## src/common/pcx_pkg.sv

```systemverilog
package pcx_pkg;

    localparam int CNT_W = 32;
    localparam int NREQ = 4;
    localparam int RATIO_W = 4;
    localparam int DIV_W = 33;
    localparam int FRAC_W = 16;
    localparam int Q_W = FRAC_W + 1;
    localparam int STEP_W = 5;
    localparam int NRATIO = 5;

    // cpu clock period, used to turn elapsed cycles into elapsed time
    localparam int CLK_PERIOD_NS = 25;
    localparam int MCLK_HZ = 40000000;
    localparam int ELAPSED_W = 2 * CNT_W;

    localparam logic [CNT_W-1:0] CNT_RST = 32'h0000_0000;
    localparam logic [CNT_W-1:0] CNT_ONE = 32'h0000_0001;
    localparam logic [STEP_W-1:0] DIV_STEPS = 5'h10;

    // dedicated metric counter indices
    localparam int IDX_ELAPSED = 0;
    localparam int IDX_INSN = 1;
    localparam int IDX_DUAL = 2;
    localparam int IDX_EXC = 3;
    localparam int IDX_OPC = 4;
    localparam int IDX_IC_ACC = 5;
    localparam int IDX_IC_MISS = 6;
    localparam int IDX_OP_RD = 7;
    localparam int IDX_OP_WR = 8;
    localparam int IDX_OC_RD = 9;
    localparam int IDX_OC_WR = 10;
    localparam int IDX_OCM_RD = 11;
    localparam int IDX_OCM_WR = 12;
    localparam int IDX_REQ_EQV = 13;
    localparam int NCNT = 14;

    // ratio slots
    localparam int RAT_IC = 0;
    localparam int RAT_OC_RD = 1;
    localparam int RAT_OC_WR = 2;
    localparam int RAT_OC_ALL = 3;
    localparam int RAT_BUS_OCC = 4;

    typedef enum logic [3:0] {
        PCX_OPT_NONE = 4'h0,
        PCX_OPT_RD_WAIT = 4'h1,
        PCX_OPT_WR_WAIT = 4'h2,
        PCX_OPT_RD_MISS_WAIT = 4'h3,
        PCX_OPT_WR_MISS_WAIT = 4'h4,
        PCX_OPT_REQ_CELL = 4'h5,
        PCX_OPT_RSP_CELL = 4'h6,
        PCX_OPT_REQ_STALL = 4'h7,
        PCX_OPT_RSP_STALL = 4'h8
    } pcx_opt_t;

    typedef struct packed {
        logic insn_valid;
        logic dual_issue;
        logic exc_accept;
        logic opcode_access;
        logic ic_access;
        logic ic_miss;
        logic op_rd_access;
        logic op_wr_access;
        logic oc_rd_access;
        logic oc_wr_access;
        logic oc_rd_miss;
        logic oc_wr_miss;
        logic op_rd_wait;
        logic operand_write_wait_event;
        logic read_miss_wait_event;
        logic fill_contention_wait;
        logic write_miss_wait_event;
    } pcx_cpu_ev_t;

    typedef struct packed {
        logic clk;
        logic req_cell;
        logic rsp_cell;
        logic [NREQ-1:0] req;
        logic [NREQ-1:0] gnt;
        logic [NREQ-1:0] r_req;
        logic [NREQ-1:0] r_gnt;
    } pcx_sbus_t;

    typedef struct packed {
        logic bus_request_cell_event;
        logic bus_response_cell_event;
        logic request_stall_event;
        logic response_stall_event;
    } pcx_bus_ev_t;

endpackage : pcx_pkg

```

## src/logic/pcx_perf_counters.sv

```systemverilog
`timescale 1ns/1ps
`default_nettype none

module pcx_perf_counters (
    input wire logic mclk,
    input wire logic reset_n,
    input wire logic measure_en,
    input wire logic count_clear,
    input wire logic chain_en,
    input wire pcx_pkg::pcx_opt_t opt_a,
    input wire pcx_pkg::pcx_opt_t opt_b,
    input wire logic [pcx_pkg::RATIO_W-1:0] bus_ratio,
    input wire pcx_pkg::pcx_cpu_ev_t cpu_ev,
    input wire pcx_pkg::pcx_sbus_t sbus_in,
    input wire logic ratio_start,
    output logic [pcx_pkg::CNT_W-1:0] ch_a_q,
    output logic [pcx_pkg::CNT_W-1:0] ch_b_q,
    output logic ch_a_ovf_q,
    output logic ch_b_ovf_q,
    output logic [pcx_pkg::NCNT-1:0][pcx_pkg::CNT_W-1:0] metric_q,
    output logic [pcx_pkg::NCNT-1:0] metric_ovf_q,
    output logic [pcx_pkg::ELAPSED_W-1:0] elapsed_ns_q,
    output logic [pcx_pkg::CNT_W:0] insn_total_q,
    output logic [pcx_pkg::CNT_W-1:0] exc_total_q,
    output logic [pcx_pkg::CNT_W-1:0] fetch_total_q,
    output logic [pcx_pkg::CNT_W:0] operand_total_q,
    output logic [pcx_pkg::NRATIO-1:0][pcx_pkg::Q_W-1:0] ratio_q,
    output logic [pcx_pkg::NRATIO-1:0] ratio_den_zero_q,
    output logic ratio_busy_q,
    output logic ratio_done_q
);

    localparam int NC = pcx_pkg::NCNT;
    localparam int CW = pcx_pkg::CNT_W;
    localparam int DW = pcx_pkg::DIV_W;

    // adds an amount, returning carry and sum
    function automatic logic [CW:0] cnt_add(input logic [CW-1:0] cnt,
                                            input logic [CW-1:0] amt);
        cnt_add = {1'b0, cnt} + {1'b0, amt};
    endfunction : cnt_add

    // difference floored at zero, widened for the divider
    function automatic logic [DW-1:0] sub_floor(input logic [DW-1:0] a,
                                                 input logic [DW-1:0] b);
        sub_floor = (a > b) ? (a - b) : '0;
    endfunction : sub_floor

    // picks the event that a selectable channel counts
    function automatic logic sel_event(input pcx_pkg::pcx_opt_t opt,
                                       input pcx_pkg::pcx_cpu_ev_t ev,
                                       input pcx_pkg::pcx_bus_ev_t bev);
        case (opt)
            pcx_pkg::PCX_OPT_RD_WAIT: sel_event = ev.op_rd_wait;
            pcx_pkg::PCX_OPT_WR_WAIT: sel_event = ev.operand_write_wait_event;
            pcx_pkg::PCX_OPT_RD_MISS_WAIT: sel_event = ev.read_miss_wait_event
                                                     | ev.fill_contention_wait;
            pcx_pkg::PCX_OPT_WR_MISS_WAIT: sel_event = ev.write_miss_wait_event;
            pcx_pkg::PCX_OPT_REQ_CELL: sel_event = bev.bus_request_cell_event;
            pcx_pkg::PCX_OPT_RSP_CELL: sel_event = bev.bus_response_cell_event;
            pcx_pkg::PCX_OPT_REQ_STALL: sel_event = bev.request_stall_event;
            pcx_pkg::PCX_OPT_RSP_STALL: sel_event = bev.response_stall_event;
            default: sel_event = 1'b0;
        endcase
    endfunction : sel_event

    // system bus inputs cross into mclk through two flops
    pcx_pkg::pcx_sbus_t sbus_s1_q;
    pcx_pkg::pcx_sbus_t sbus_s2_q;
    logic sbus_clk_prev_q;

    always_ff @(posedge mclk) begin
        if (!reset_n) begin
            sbus_s1_q <= '0;
            sbus_s2_q <= '0;
            sbus_clk_prev_q <= 1'b0;
        end else begin
            sbus_s1_q <= sbus_in;
            sbus_s2_q <= sbus_s1_q;
            sbus_clk_prev_q <= sbus_s2_q.clk;
        end
    end

    // one tick per bus clock cycle, at its falling edge where bus lines are settled
    wire logic bus_tick = sbus_clk_prev_q & ~sbus_s2_q.clk;
    wire logic req_wait_any = |(sbus_s2_q.req & ~sbus_s2_q.gnt);
    wire logic rsp_wait_any = |(sbus_s2_q.r_req & ~sbus_s2_q.r_gnt);
    pcx_pkg::pcx_bus_ev_t bus_ev;

    assign bus_ev.bus_request_cell_event = bus_tick & sbus_s2_q.req_cell;
    assign bus_ev.bus_response_cell_event = bus_tick & sbus_s2_q.rsp_cell;
    assign bus_ev.request_stall_event = bus_tick & req_wait_any;
    assign bus_ev.response_stall_event = bus_tick & rsp_wait_any;

    // selectable channels
    wire logic ev_a = measure_en & sel_event(opt_a, cpu_ev, bus_ev);
    wire logic ev_b = measure_en & sel_event(opt_b, cpu_ev, bus_ev);
    wire logic [CW:0] ch_a_sum = cnt_add(ch_a_q, {{(CW-1){1'b0}}, ev_a});
    wire logic ch_a_carry = ch_a_sum[CW];
    wire logic ch_b_inc = chain_en ? ch_a_carry : ev_b;
    wire logic [CW:0] ch_b_sum = cnt_add(ch_b_q, {{(CW-1){1'b0}}, ch_b_inc});
    wire logic ch_a_wrap = ch_a_carry & ~chain_en;

    // dedicated metric counters and their increments
    logic [NC-1:0][CW-1:0] cnt_amt;
    logic [NC-1:0][CW:0] cnt_sum;
    wire logic [CW-1:0] req_amt = {{(CW-pcx_pkg::RATIO_W){1'b0}}, bus_ratio};

    assign cnt_amt[pcx_pkg::IDX_ELAPSED] = {{(CW-1){1'b0}}, measure_en};
    assign cnt_amt[pcx_pkg::IDX_INSN] = {{(CW-1){1'b0}}, measure_en & cpu_ev.insn_valid};
    assign cnt_amt[pcx_pkg::IDX_DUAL] = {{(CW-1){1'b0}}, measure_en & cpu_ev.dual_issue};
    assign cnt_amt[pcx_pkg::IDX_EXC] = {{(CW-1){1'b0}}, measure_en & cpu_ev.exc_accept};
    assign cnt_amt[pcx_pkg::IDX_OPC] = {{(CW-1){1'b0}}, measure_en & cpu_ev.opcode_access};
    assign cnt_amt[pcx_pkg::IDX_IC_ACC] = {{(CW-1){1'b0}}, measure_en & cpu_ev.ic_access};
    assign cnt_amt[pcx_pkg::IDX_IC_MISS] = {{(CW-1){1'b0}}, measure_en & cpu_ev.ic_miss};
    assign cnt_amt[pcx_pkg::IDX_OP_RD] = {{(CW-1){1'b0}}, measure_en & cpu_ev.op_rd_access};
    assign cnt_amt[pcx_pkg::IDX_OP_WR] = {{(CW-1){1'b0}}, measure_en & cpu_ev.op_wr_access};
    assign cnt_amt[pcx_pkg::IDX_OC_RD] = {{(CW-1){1'b0}}, measure_en & cpu_ev.oc_rd_access};
    assign cnt_amt[pcx_pkg::IDX_OC_WR] = {{(CW-1){1'b0}}, measure_en & cpu_ev.oc_wr_access};
    assign cnt_amt[pcx_pkg::IDX_OCM_RD] = {{(CW-1){1'b0}}, measure_en & cpu_ev.oc_rd_miss};
    assign cnt_amt[pcx_pkg::IDX_OCM_WR] = {{(CW-1){1'b0}}, measure_en & cpu_ev.oc_wr_miss};
    // each request cell is worth bus_ratio cpu clocks
    assign cnt_amt[pcx_pkg::IDX_REQ_EQV] = (measure_en & bus_ev.bus_request_cell_event)
                                           ? req_amt : pcx_pkg::CNT_RST;

    genvar gi;
    generate
        for (gi = 0; gi < NC; gi++) begin : g_sum
            assign cnt_sum[gi] = cnt_add(metric_q[gi], cnt_amt[gi]);
        end
    endgenerate

    // all counting on mclk, so a stopped cpu clock freezes every count
    always_ff @(posedge mclk) begin
        if (!reset_n) begin
            ch_a_q <= pcx_pkg::CNT_RST;
            ch_b_q <= pcx_pkg::CNT_RST;
            ch_a_ovf_q <= 1'b0;
            ch_b_ovf_q <= 1'b0;
        end else begin
            ch_a_q <= count_clear ? pcx_pkg::CNT_RST : ch_a_sum[CW-1:0];
            ch_b_q <= count_clear ? pcx_pkg::CNT_RST : ch_b_sum[CW-1:0];
            ch_a_ovf_q <= ch_a_wrap | (ch_a_ovf_q & ~count_clear);
            ch_b_ovf_q <= ch_b_sum[CW] | (ch_b_ovf_q & ~count_clear);
        end
    end

    always_ff @(posedge mclk) begin
        if (!reset_n) begin
            metric_q <= '0;
            metric_ovf_q <= '0;
        end else begin
            for (int i = 0; i < NC; i++) begin
                metric_q[i] <= count_clear ? pcx_pkg::CNT_RST : cnt_sum[i][CW-1:0];
                metric_ovf_q[i] <= cnt_sum[i][CW] | (metric_ovf_q[i] & ~count_clear);
            end
        end
    end

    // derived metrics
    wire logic [pcx_pkg::ELAPSED_W-1:0] elapsed_ext = {{CW{1'b0}}, metric_q[pcx_pkg::IDX_ELAPSED]};
    wire logic [pcx_pkg::ELAPSED_W-1:0] period_ext = pcx_pkg::ELAPSED_W'(pcx_pkg::CLK_PERIOD_NS);
    wire logic [pcx_pkg::ELAPSED_W-1:0] elapsed_ns_d = elapsed_ext * period_ext;
    wire logic [CW:0] insn_total_d = cnt_add(metric_q[pcx_pkg::IDX_INSN],
                                             metric_q[pcx_pkg::IDX_DUAL]);
    wire logic [CW:0] operand_total_d = cnt_add(metric_q[pcx_pkg::IDX_OP_RD],
                                                metric_q[pcx_pkg::IDX_OP_WR]);

    always_ff @(posedge mclk) begin
        if (!reset_n) begin
            elapsed_ns_q <= '0;
            insn_total_q <= '0;
            exc_total_q <= pcx_pkg::CNT_RST;
            fetch_total_q <= pcx_pkg::CNT_RST;
            operand_total_q <= '0;
        end else begin
            elapsed_ns_q <= elapsed_ns_d;
            insn_total_q <= insn_total_d;
            exc_total_q <= metric_q[pcx_pkg::IDX_EXC];
            fetch_total_q <= metric_q[pcx_pkg::IDX_OPC];
            operand_total_q <= operand_total_d;
        end
    end

    // hit ratio operands, widened to the divider width
    wire logic [DW-1:0] ic_acc = {1'b0, metric_q[pcx_pkg::IDX_IC_ACC]};
    wire logic [DW-1:0] ic_miss = {1'b0, metric_q[pcx_pkg::IDX_IC_MISS]};
    wire logic [DW-1:0] ocr_acc = {1'b0, metric_q[pcx_pkg::IDX_OC_RD]};
    wire logic [DW-1:0] ocw_acc = {1'b0, metric_q[pcx_pkg::IDX_OC_WR]};
    wire logic [DW-1:0] ocr_miss = {1'b0, metric_q[pcx_pkg::IDX_OCM_RD]};
    wire logic [DW-1:0] ocw_miss = {1'b0, metric_q[pcx_pkg::IDX_OCM_WR]};
    wire logic [DW-1:0] oc_acc_all = ocr_acc + ocw_acc;
    wire logic [DW-1:0] oc_miss_all = ocr_miss + ocw_miss;

    logic [pcx_pkg::NRATIO-1:0][DW-1:0] rat_num;
    logic [pcx_pkg::NRATIO-1:0][DW-1:0] rat_den;

    assign rat_num[pcx_pkg::RAT_IC] = sub_floor(ic_acc, ic_miss);
    assign rat_den[pcx_pkg::RAT_IC] = ic_acc;
    assign rat_num[pcx_pkg::RAT_OC_RD] = sub_floor(ocr_acc, ocr_miss);
    assign rat_den[pcx_pkg::RAT_OC_RD] = ocr_acc;
    assign rat_num[pcx_pkg::RAT_OC_WR] = sub_floor(ocw_acc, ocw_miss);
    assign rat_den[pcx_pkg::RAT_OC_WR] = ocw_acc;
    assign rat_num[pcx_pkg::RAT_OC_ALL] = sub_floor(oc_acc_all, oc_miss_all);
    assign rat_den[pcx_pkg::RAT_OC_ALL] = oc_acc_all;
    assign rat_num[pcx_pkg::RAT_BUS_OCC] = {1'b0, metric_q[pcx_pkg::IDX_REQ_EQV]};
    assign rat_den[pcx_pkg::RAT_BUS_OCC] = {1'b0, metric_q[pcx_pkg::IDX_ELAPSED]};

    // all dividers start together; each takes the same number of cycles, except that one with a zero denominator goes straight to done
    logic [pcx_pkg::NRATIO-1:0] div_busy;
    logic [pcx_pkg::NRATIO-1:0] div_done;

    generate
        for (gi = 0; gi < pcx_pkg::NRATIO; gi++) begin : g_div
            pcx_ratio_div u_div (
                .mclk(mclk),
                .reset_n(reset_n),
                .start(ratio_start),
                .num(rat_num[gi]),
                .den(rat_den[gi]),
                .quot_q(ratio_q[gi]),
                .den_zero_q(ratio_den_zero_q[gi]),
                .busy_q(div_busy[gi]),
                .done_q(div_done[gi])
            );
        end
    endgenerate

    assign ratio_busy_q = div_busy[0];
    assign ratio_done_q = div_done[0];

endmodule : pcx_perf_counters

`default_nettype wire

```

## src/logic/pcx_ratio_div.sv

```systemverilog
`timescale 1ns/1ps
`default_nettype none

module pcx_ratio_div (
    input wire logic mclk,
    input wire logic reset_n,
    input wire logic start,
    input wire logic [pcx_pkg::DIV_W-1:0] num,
    input wire logic [pcx_pkg::DIV_W-1:0] den,
    output logic [pcx_pkg::Q_W-1:0] quot_q,
    output logic den_zero_q,
    output logic busy_q,
    output logic done_q
);

    typedef enum logic [2:0] {
        DIV_IDLE = 3'h1,
        DIV_RUN = 3'h2,
        DIV_DONE = 3'h4
    } pcx_div_st_t;

    pcx_div_st_t state_q;
    logic [pcx_pkg::DIV_W:0] rem_q;
    logic [pcx_pkg::DIV_W-1:0] den_q;
    logic [pcx_pkg::STEP_W-1:0] step_q;

    // hit count cannot exceed accesses; clamp so the quotient stays within 1.0
    wire logic [pcx_pkg::DIV_W-1:0] num_clamp = (num > den) ? den : num;
    wire logic take = rem_q >= {1'b0, den_q};
    wire logic [pcx_pkg::DIV_W:0] rem_sub = rem_q - {1'b0, den_q};
    wire logic [pcx_pkg::DIV_W:0] rem_next = take ? {rem_sub[pcx_pkg::DIV_W-1:0], 1'b0}
                                                   : {rem_q[pcx_pkg::DIV_W-1:0], 1'b0};

    always_ff @(posedge mclk) begin
        if (!reset_n) begin
            state_q <= DIV_IDLE;
            rem_q <= '0;
            den_q <= '0;
            step_q <= '0;
            quot_q <= '0;
            den_zero_q <= 1'b0;
            busy_q <= 1'b0;
            done_q <= 1'b0;
        end else begin
            done_q <= 1'b0;
            unique case (state_q)
                DIV_IDLE: begin
                    if (start) begin
                        rem_q <= {1'b0, num_clamp};
                        den_q <= den;
                        quot_q <= '0;
                        step_q <= pcx_pkg::DIV_STEPS;
                        den_zero_q <= (den == '0);
                        busy_q <= 1'b1;
                        state_q <= (den == '0) ? DIV_DONE : DIV_RUN;
                    end
                end
                DIV_RUN: begin
                    rem_q <= rem_next;
                    quot_q <= {quot_q[pcx_pkg::Q_W-2:0], take};
                    step_q <= step_q - 5'h01;
                    if (step_q == '0) begin
                        state_q <= DIV_DONE;
                    end
                end
                DIV_DONE: begin
                    busy_q <= 1'b0;
                    done_q <= 1'b1;
                    state_q <= DIV_IDLE;
                end
            endcase
        end
    end

endmodule : pcx_ratio_div

`default_nettype wire

```

## config.mk

```make
export PLATFORM = sky130hd
export DESIGN_NAME = pcx_perf_counters
export DESIGN_NICKNAME = d
export VERILOG_FILES = /design/src/common/pcx_pkg.sv /design/src/logic/pcx_perf_counters.sv /design/src/logic/pcx_ratio_div.sv
export SDC_FILE = /design/constraint.sdc
export NUM_CORES = 2
export LEC_CHECK = 0
export BUFFER_PORTS_ARGS = -buffer_cell sky130_fd_sc_hd__buf_2
export CAP_MARGIN = 20
export CELL_PAD_IN_SITES_DETAIL_PLACEMENT = 1
export CELL_PAD_IN_SITES_GLOBAL_PLACEMENT = 1
export CORE_MARGIN = 8
export CORE_UTILIZATION = 32
export CTS_CLUSTER_SIZE = 28
export DETAILED_ROUTE_END_ITERATION = 12
export HOLD_SLACK_MARGIN = 0.02
export PLACE_DENSITY = 0.72
export SYNTH_ARGS = -nofsm -noshare
export SYNTH_HDL_FRONTEND = slang
export SYNTH_SLANG_ARGS = --single-unit
```

## constraint.sdc

```tcl
create_clock -name mclk -period 9.21 [get_ports mclk]
set_input_delay 2.3025 -clock mclk [delete_from_list [all_inputs] [get_ports mclk]]
set_output_delay 2.3025 -clock mclk [all_outputs]
set_load 0.02 [all_outputs]
```

Word-level counts from Yosys, hierarchy flattened
Index checks and enable logic that the tools add are counted.

operators by class
  reductions and logical operators = 35
  multiply operators = 1
  eq/ne operators = 41
  bitwise gates (word level) = 62
  multiplexer cells = 63
  div/mod/pow operators = 0
  magnitude comparators = 14
  shifts and indexed selects = 0
  add/sub/neg operators = 34

operators with widths
  operator                                                              number
  32-bit by 1-bit adder with 33-bit output                              15
  34-bit two-way mux                                                    10
  34-bit case mux with 2 select lines                                   5
  33-bit two-way mux                                                    8
  17-bit case mux with 2 select lines                                   5
  33-bit zero test                                                      5
  34-bit by 32-bit >= comparator with 1-bit output                      4
  32-bit by 32-bit adder with 33-bit output                             4
  33-bit by 32-bit subtractor with 33-bit output                        4
  32-bit greater-than comparator                                        4
  33-bit by 32-bit greater-than comparator with 1-bit output            3
  32-bit by 32-bit subtractor with 33-bit output                        3
  33-bit greater-than comparator                                        2
  33-bit subtractor                                                     2
  5-bit case mux with 2 select lines                                    5
  3-bit two-way mux                                                     15
  3-bit case mux with 3 select lines                                    5
  1-bit bitwise AND                                                     37
  32-bit by 5-bit multiplier with 37-bit output, second input constant  1
  34-bit by 33-bit >= comparator with 1-bit output                      1
  32-bit by 4-bit adder with 33-bit output                              1
  4-bit by 3-bit == test with 1-bit output, second input constant       8
  32-bit two-way mux                                                    1
  2-bit AND reduction                                                   16
  23 further kinds                                                      86

storage, ports and cells
  input port bits = 54
  latch bits = 0
  register bits = 1224
  word-level logic and storage cells = 321
  bits in read-only memories = 0
  RAM bits = 0
  output and inout port bits = 814
  memories = 0

Longest topological paths before layout
  word-level depth = 10
  gate-level depth with buffers = 36
  depth with buffers taken out = 34

Hierarchy
A second synthesis with hierarchy kept.

second synthesis, totals
  cell total of the unflattened synthesis = 10153
  area, all modules = 79978.0 um^2

by module, submodules not included
  module                              instances  sequential area each (um^2)  cells each  area an instance (um^2)
  pcx_perf_counters                   1          14694.1                      5473        44777.9
  pcx_ratio_div (g_div[2].u_div ...)  3          1901.8                       936         7008.0
  pcx_ratio_div (g_div[0].u_div ...)  2          1901.8                       936         7088.0

Least setup slack after synthesis
No wires, ideal clock.

  kind = register to register
  start point = reg metric_q[392] (netlist bit)
  end point = reg g_div[3].u_div.rem_q[20] (netlist bit)
  cell stages (with the launch flop) = 35
  path buffers = 3
  clock period less this slack = 7934 ps
  required time = 9076 ps
  library setup time = 134 ps
  path slack = 1276 ps
  data arrival time = 7800 ps
  cell sequence = dfxtp_1 -> ha_1 -> a211o_1 -> a2111oi_0 -> nor4_1 -> a21oi_1 -> o31ai_1 -> or3_1 -> a31o_2 -> o41ai_2 -> or4b_1 -> o211a_1 -> ha_1 -> nand4_1 -> nor3_1 -> nand4_1 -> o22ai_1 -> a31oi_1 -> a21oi_1 -> clkbuf_1 -> nor2_1 -> ha_1 -> a21o_1 -> a21oi_1 -> nor2b_1 -> o31a_1 -> o41ai_1 -> nand3_1 -> a21oi_1 -> or2_1 -> clkbuf_1 -> clkbuf_1 -> nor2_1 -> a211oi_1 -> o22ai_1

on the way
  word-level cells in the longest chain between the ends = 7
  elaborated cells on any way between the ends = 8
  those cells by class = add/sub: 2; order compare: 2; mux: 4

ends and longest elaborated chain
  item                                                                 RTL line                  text
  from (decl)                                                          pcx_perf_counters.sv:20   output logic [pcx_pkg::NCNT-1:0][pcx_pkg::CNT_W-1:0] metric_q,
  from (signal, indexed assignment)                                    pcx_perf_counters.sv:154  metric_q[i] <= count_clear ? pcx_pkg::CNT_RST : cnt_sum[i][CW-1:0];
  32-bit by 32-bit adder with 33-bit output (*)                        pcx_perf_counters.sv:193  wire logic [DW-1:0] oc_miss_all = ocr_miss + ocw_miss;
  33-bit subtractor or 33-bit greater-than comparator (tied branches)  pcx_perf_counters.sv:46   sub_floor = (a > b) ? (a - b) : '0;
  33-bit two-way mux (*)                                               pcx_perf_counters.sv:46
  33-bit greater-than comparator                                       pcx_ratio_div.sv:28       wire logic [pcx_pkg::DIV_W-1:0] num_clamp = (num > den) ? den : num;
  33-bit two-way mux (*)                                               pcx_ratio_div.sv:28
  34-bit two-way mux (*)                                               pcx_ratio_div.sv:48       if (start) begin
  34-bit case mux with 2 select lines (*)                              pcx_ratio_div.sv:46       unique case (state_q)
  to (signal assigned)                                                 pcx_ratio_div.sv:49       rem_q <= {1'b0, num_clamp};
  to (signal assigned)                                                 pcx_ratio_div.sv:59       rem_q <= rem_next;
  to (decl)                                                            pcx_ratio_div.sv:23       logic [pcx_pkg::DIV_W:0] rem_q;

Every way passes the cells marked *; elsewhere a longest branch is shown, timed or not. The select of a mux whose other input is x is not followed.
A chain may end at the register's enable or synchronous reset.

Worst setup path in the final report
  start point = reg metric_q[353] (netlist bit)
  end point = reg g_div[3].u_div.rem_q[27] (netlist bit)

Same word-level chain as after synthesis.

==> results.md <==
* I/O pin count at 868
* Asr flop ratio synth at 0
* RD Place Congestion at 0.947
* CP Max Fanout at 23
* CP endpoint kind: register
* DP HPWL at 262,000 µm
* Worst Path Required at 9880 ps
* Detailed Route WL at 332,000 µm
* Period utilisation layout at 0.937
* Post-route insts no fill at 14,000
* Post-Syn Area at 78,500 µm²
* RSZ-0062 raised after global routing: false
* Final Hold Fails at 0
* CP top delay family: compound AO/OA/AOI/OAI gates
* Vias in the first global route at 79,700
* Cell leakage power at 40.5 nW
* Synthesis Warnings at 0
* Core area at 245,000 µm²
* Largest net degree at the start of global routing at 165
* Antenna Violating Nets Remaining at 0
* FF-to-FF Start: metric_q[353]$_SDFF_PP0_
* Critical path class: register to register
* GR Util All Layers at 0.241
* R2r worst-path depth at 35
* Run status: finished, final reports clean
* Peak VDD IR at 0.139 mV
* Setup TNS at 0 ps
* Max incr delay on CP at 520 ps
* Clock Sinks at 1,197
* Synth Register Bits at 1,197
* Max Slew Vio Count at 0
* Port bufs at 840
* Die height at 511 µm
* Cts repair resizes at 0
* Tmin final at 8630 ps
* Synth Flop Type: dfxtp_1
* CTS Hold Buffers Added at 0
* EDFF count, synth at 0
* Initial Utilization at 0.320
* CTS tree: built
* Worst R2R Setup Slack at 580 ps
* Post-CTS setup buffers at 0
* Number of cell rows at 182
* Worst Path Buf+Inv at 4
* Final-layout fill cell count at 29,700
* Worst-margin pin slew at 1170 ps
* Clk buf depth at 3
* WP depth at 35
* Fin nets at 11,500
* Share of cells above drive strength 1 at 0.127
* Vias per cell at 5.48
* Root buffer cell: clkbuf_16
* Critical path arrival at 9300 ps
* Area grow syn2layout at 16.8%
* DIE AREA at 262,000 µm²
* Max_cap viols at 0
* First-pass GRT wire length at 499,000 µm
* Synth unique cells at 101
* Peak Freq at 116 MHz
* Remaining DRCs at 0
* CP Launch Point: metric_q[353]$_SDFF_PP0_
* H-Tree Depth at 4
* Crit path to: g_div[3].u_div.rem_q[27]$_SDFFE_PN0P_
* PD cells at 162 nW/µm²
* Via count at 76,900
* Clock skew at 64.3 ps
* Initial antenna violation count at 18
* Final Util at 0.374
* CTS Buf Count at 152
* Slowest CP cell: nor4_1
* DRT Pass-1 Iters at 7
* DRT iter0 DRCs at 4,643
* Overflow after GRT at 0
* Post-Syn Instances at 9,969
* Max-slew headroom at 0.215
* Crit Reg-Reg Endpoint: g_div[3].u_div.rem_q[27]$_SDFFE_PN0P_
* Startpoint Class: register
* Final setup viols at 0
* Post-synthesis area per instance at 7.88 µm²
* Die width at 511 µm
* Placed Cells at 13,800
* Reg clk slew, reported paths at 70 ps
* Routed len/inst at 23.7 µm
* Seq/Total Area, Yosys at 0.305
* Cell mode on critical path: a21oi_1
* Clk_lat worst skew at 830 ps
* HP Class: register to register
-- cell families after synthesis --
| family | count (synthesis) | share of synthesized area |
|---|---|---|
| and+or+nand+nor | 3646 | 0.220 |
| AOI/OAI and AO/OA | 2320 | 0.188 |
| DFF | 1197 | 0.305 |
| buffers and inverters | 1141 | 0.0571 |
| adders and majority gates | 777 | 0.128 |
| xor gates and xnor gates | 755 | 0.0843 |
| muxes | 132 | 0.0176 |
| other | 1 | 0.0000478 |
-- through the flow --
stage	cell area [µm²]	setup slack [ps]	total power, mW	hold slack (ps)
after floorplan	78600	1280	7.64	412
after global placement	86300	626	8.40	420
after detailed placement	86300	656	8.48	426
after CTS	91700	581	15.0	433
after global routing	91700	14.7	15.5	448
final	91800	578	14.9	426
-- flip-flops by register name, indices dropped and copies added, names as in the netlist, 14 cells and up --
register             flops
insn_total_q            33
g_div.u_div.rem_q      170
metric_ovf_q            14
g_div.u_div.state_q     15
sbus_s1_q               19
elapsed_ns_q            37
operand_total_q         33
ch_b_q                  32
sbus_s2_q               19
fetch_total_q           32
g_div.u_div.quot_q      85
exc_total_q             32
g_div.u_div.step_q      25
g_div.u_div.den_q      161
ch_a_q                  32
metric_q               448
-- cells in the mapped netlist, drive strengths merged, types with 15 or more instances --
cell,n,share of area
a2111oi,27,0.0031
inv,702,0.034
a21oi,782,0.050
mux2i,102,0.013
o41ai,15,0.0018
o22ai,32,0.0025
nor3,203,0.013
nor4,73,0.0061
a21o,268,0.026
and3,212,0.017
o211a,17,0.0022
o21bai,66,0.0063
nand3,360,0.023
or2,41,0.0033
a211oi,100,0.0096
o21ai,441,0.028
dfxtp,1197,0.31
a221oi,52,0.0058
a31oi,76,0.0061
o221ai,20,0.0022
clkbuf,353,0.017
xnor2,432,0.048
o21a,83,0.0079
a211o,28,0.0031
nor2,1136,0.054
mux2,28,0.0040
and2,198,0.016
nand2b,63,0.0050
and4,39,0.0043
o31ai,30,0.0029
xor2,323,0.036
fa,41,0.010
a21boi,20,0.0019
o211ai,64,0.0061
buf,85,0.0065
nor2b,78,0.0062
nand4,202,0.016
a22oi,59,0.0056
or3,85,0.0068
ha,736,0.12
nand2,889,0.042
-- final cells by class --
| class | instances | area, µm² | area share |
|---|---|---|---|
| tap | 3220 | 4030 | 0.0439 |
| clock inverter | 64 | 1020 | 0.0112 |
| inverter | 703 | 2650 | 0.0289 |
| multi-input combinational | 7657 | 50300 | 0.548 |
| timing repair buffer | 983 | 5370 | 0.0586 |
| clock buffer | 205 | 4390 | 0.0478 |
| sequential | 1197 | 24000 | 0.261 |
| antenna | 7 | 17.5 | 0.000191 |
-- per-layer routing --
layer	global-route usage	wire length, µm	part of all wire	vias to the layer above
met5	0	22	0.000066	-
met4	0.109	16800	0.051	4
met3	0.0445	18300	0.055	557
met2	0.415	157000	0.47	1966
met1	0.292	140000	0.42	38000
li1	-	-	-	36300
-- placed cells by master, fill, tap and decap left out, drive strengths merged, types with 76 or more instances in the layout --
cell,n
nand3,360
nor2b,78
xnor2,432
o21a,83
a211oi,100
xor2,323
nor2,1136
ha,736
a31oi,76
a21oi,782
dfxtp,1197
and3,212
buf,982
clkbuf,205
nand2,889
mux2i,102
o21ai,441
a21o,268
inv,705
or3,85
nor3,203
and2,198
nand4,202
-- how the worst min path moves through the flow --
stage / from / depth (start not counted) / endpoint
floorplan: sbus_s1_q[0]$_SDFF_PN0_ / 1 / sbus_s2_q[0]$_SDFF_PN0_
global placement: sbus_s1_q[18]$_SDFF_PN0_ / 1 / sbus_s2_q[18]$_SDFF_PN0_
detailed placement: sbus_s1_q[12]$_SDFF_PN0_ / 1 / sbus_s2_q[12]$_SDFF_PN0_
CTS: sbus_s1_q[15]$_SDFF_PN0_ / 1 / sbus_s2_q[15]$_SDFF_PN0_
global route: sbus_s1_q[9]$_SDFF_PN0_ / 1 / sbus_s2_q[9]$_SDFF_PN0_
finish: sbus_s1_q[9]$_SDFF_PN0_ / 1 / sbus_s2_q[9]$_SDFF_PN0_
-- report_power, final --
group | total (mW) | leakage (nW) | internal (mW) | switching, mW
clock network | 6.47 | 2.64 | 3.87 | 2.60
registers | 5.34 | 9.67 | 5.27 | 0.0757
logic | 3.06 | 28.2 | 1.15 | 1.91
total | 14.9 | 40.5 | 10.3 | 4.58
Note: power is estimated with default switching activity, not from simulation.
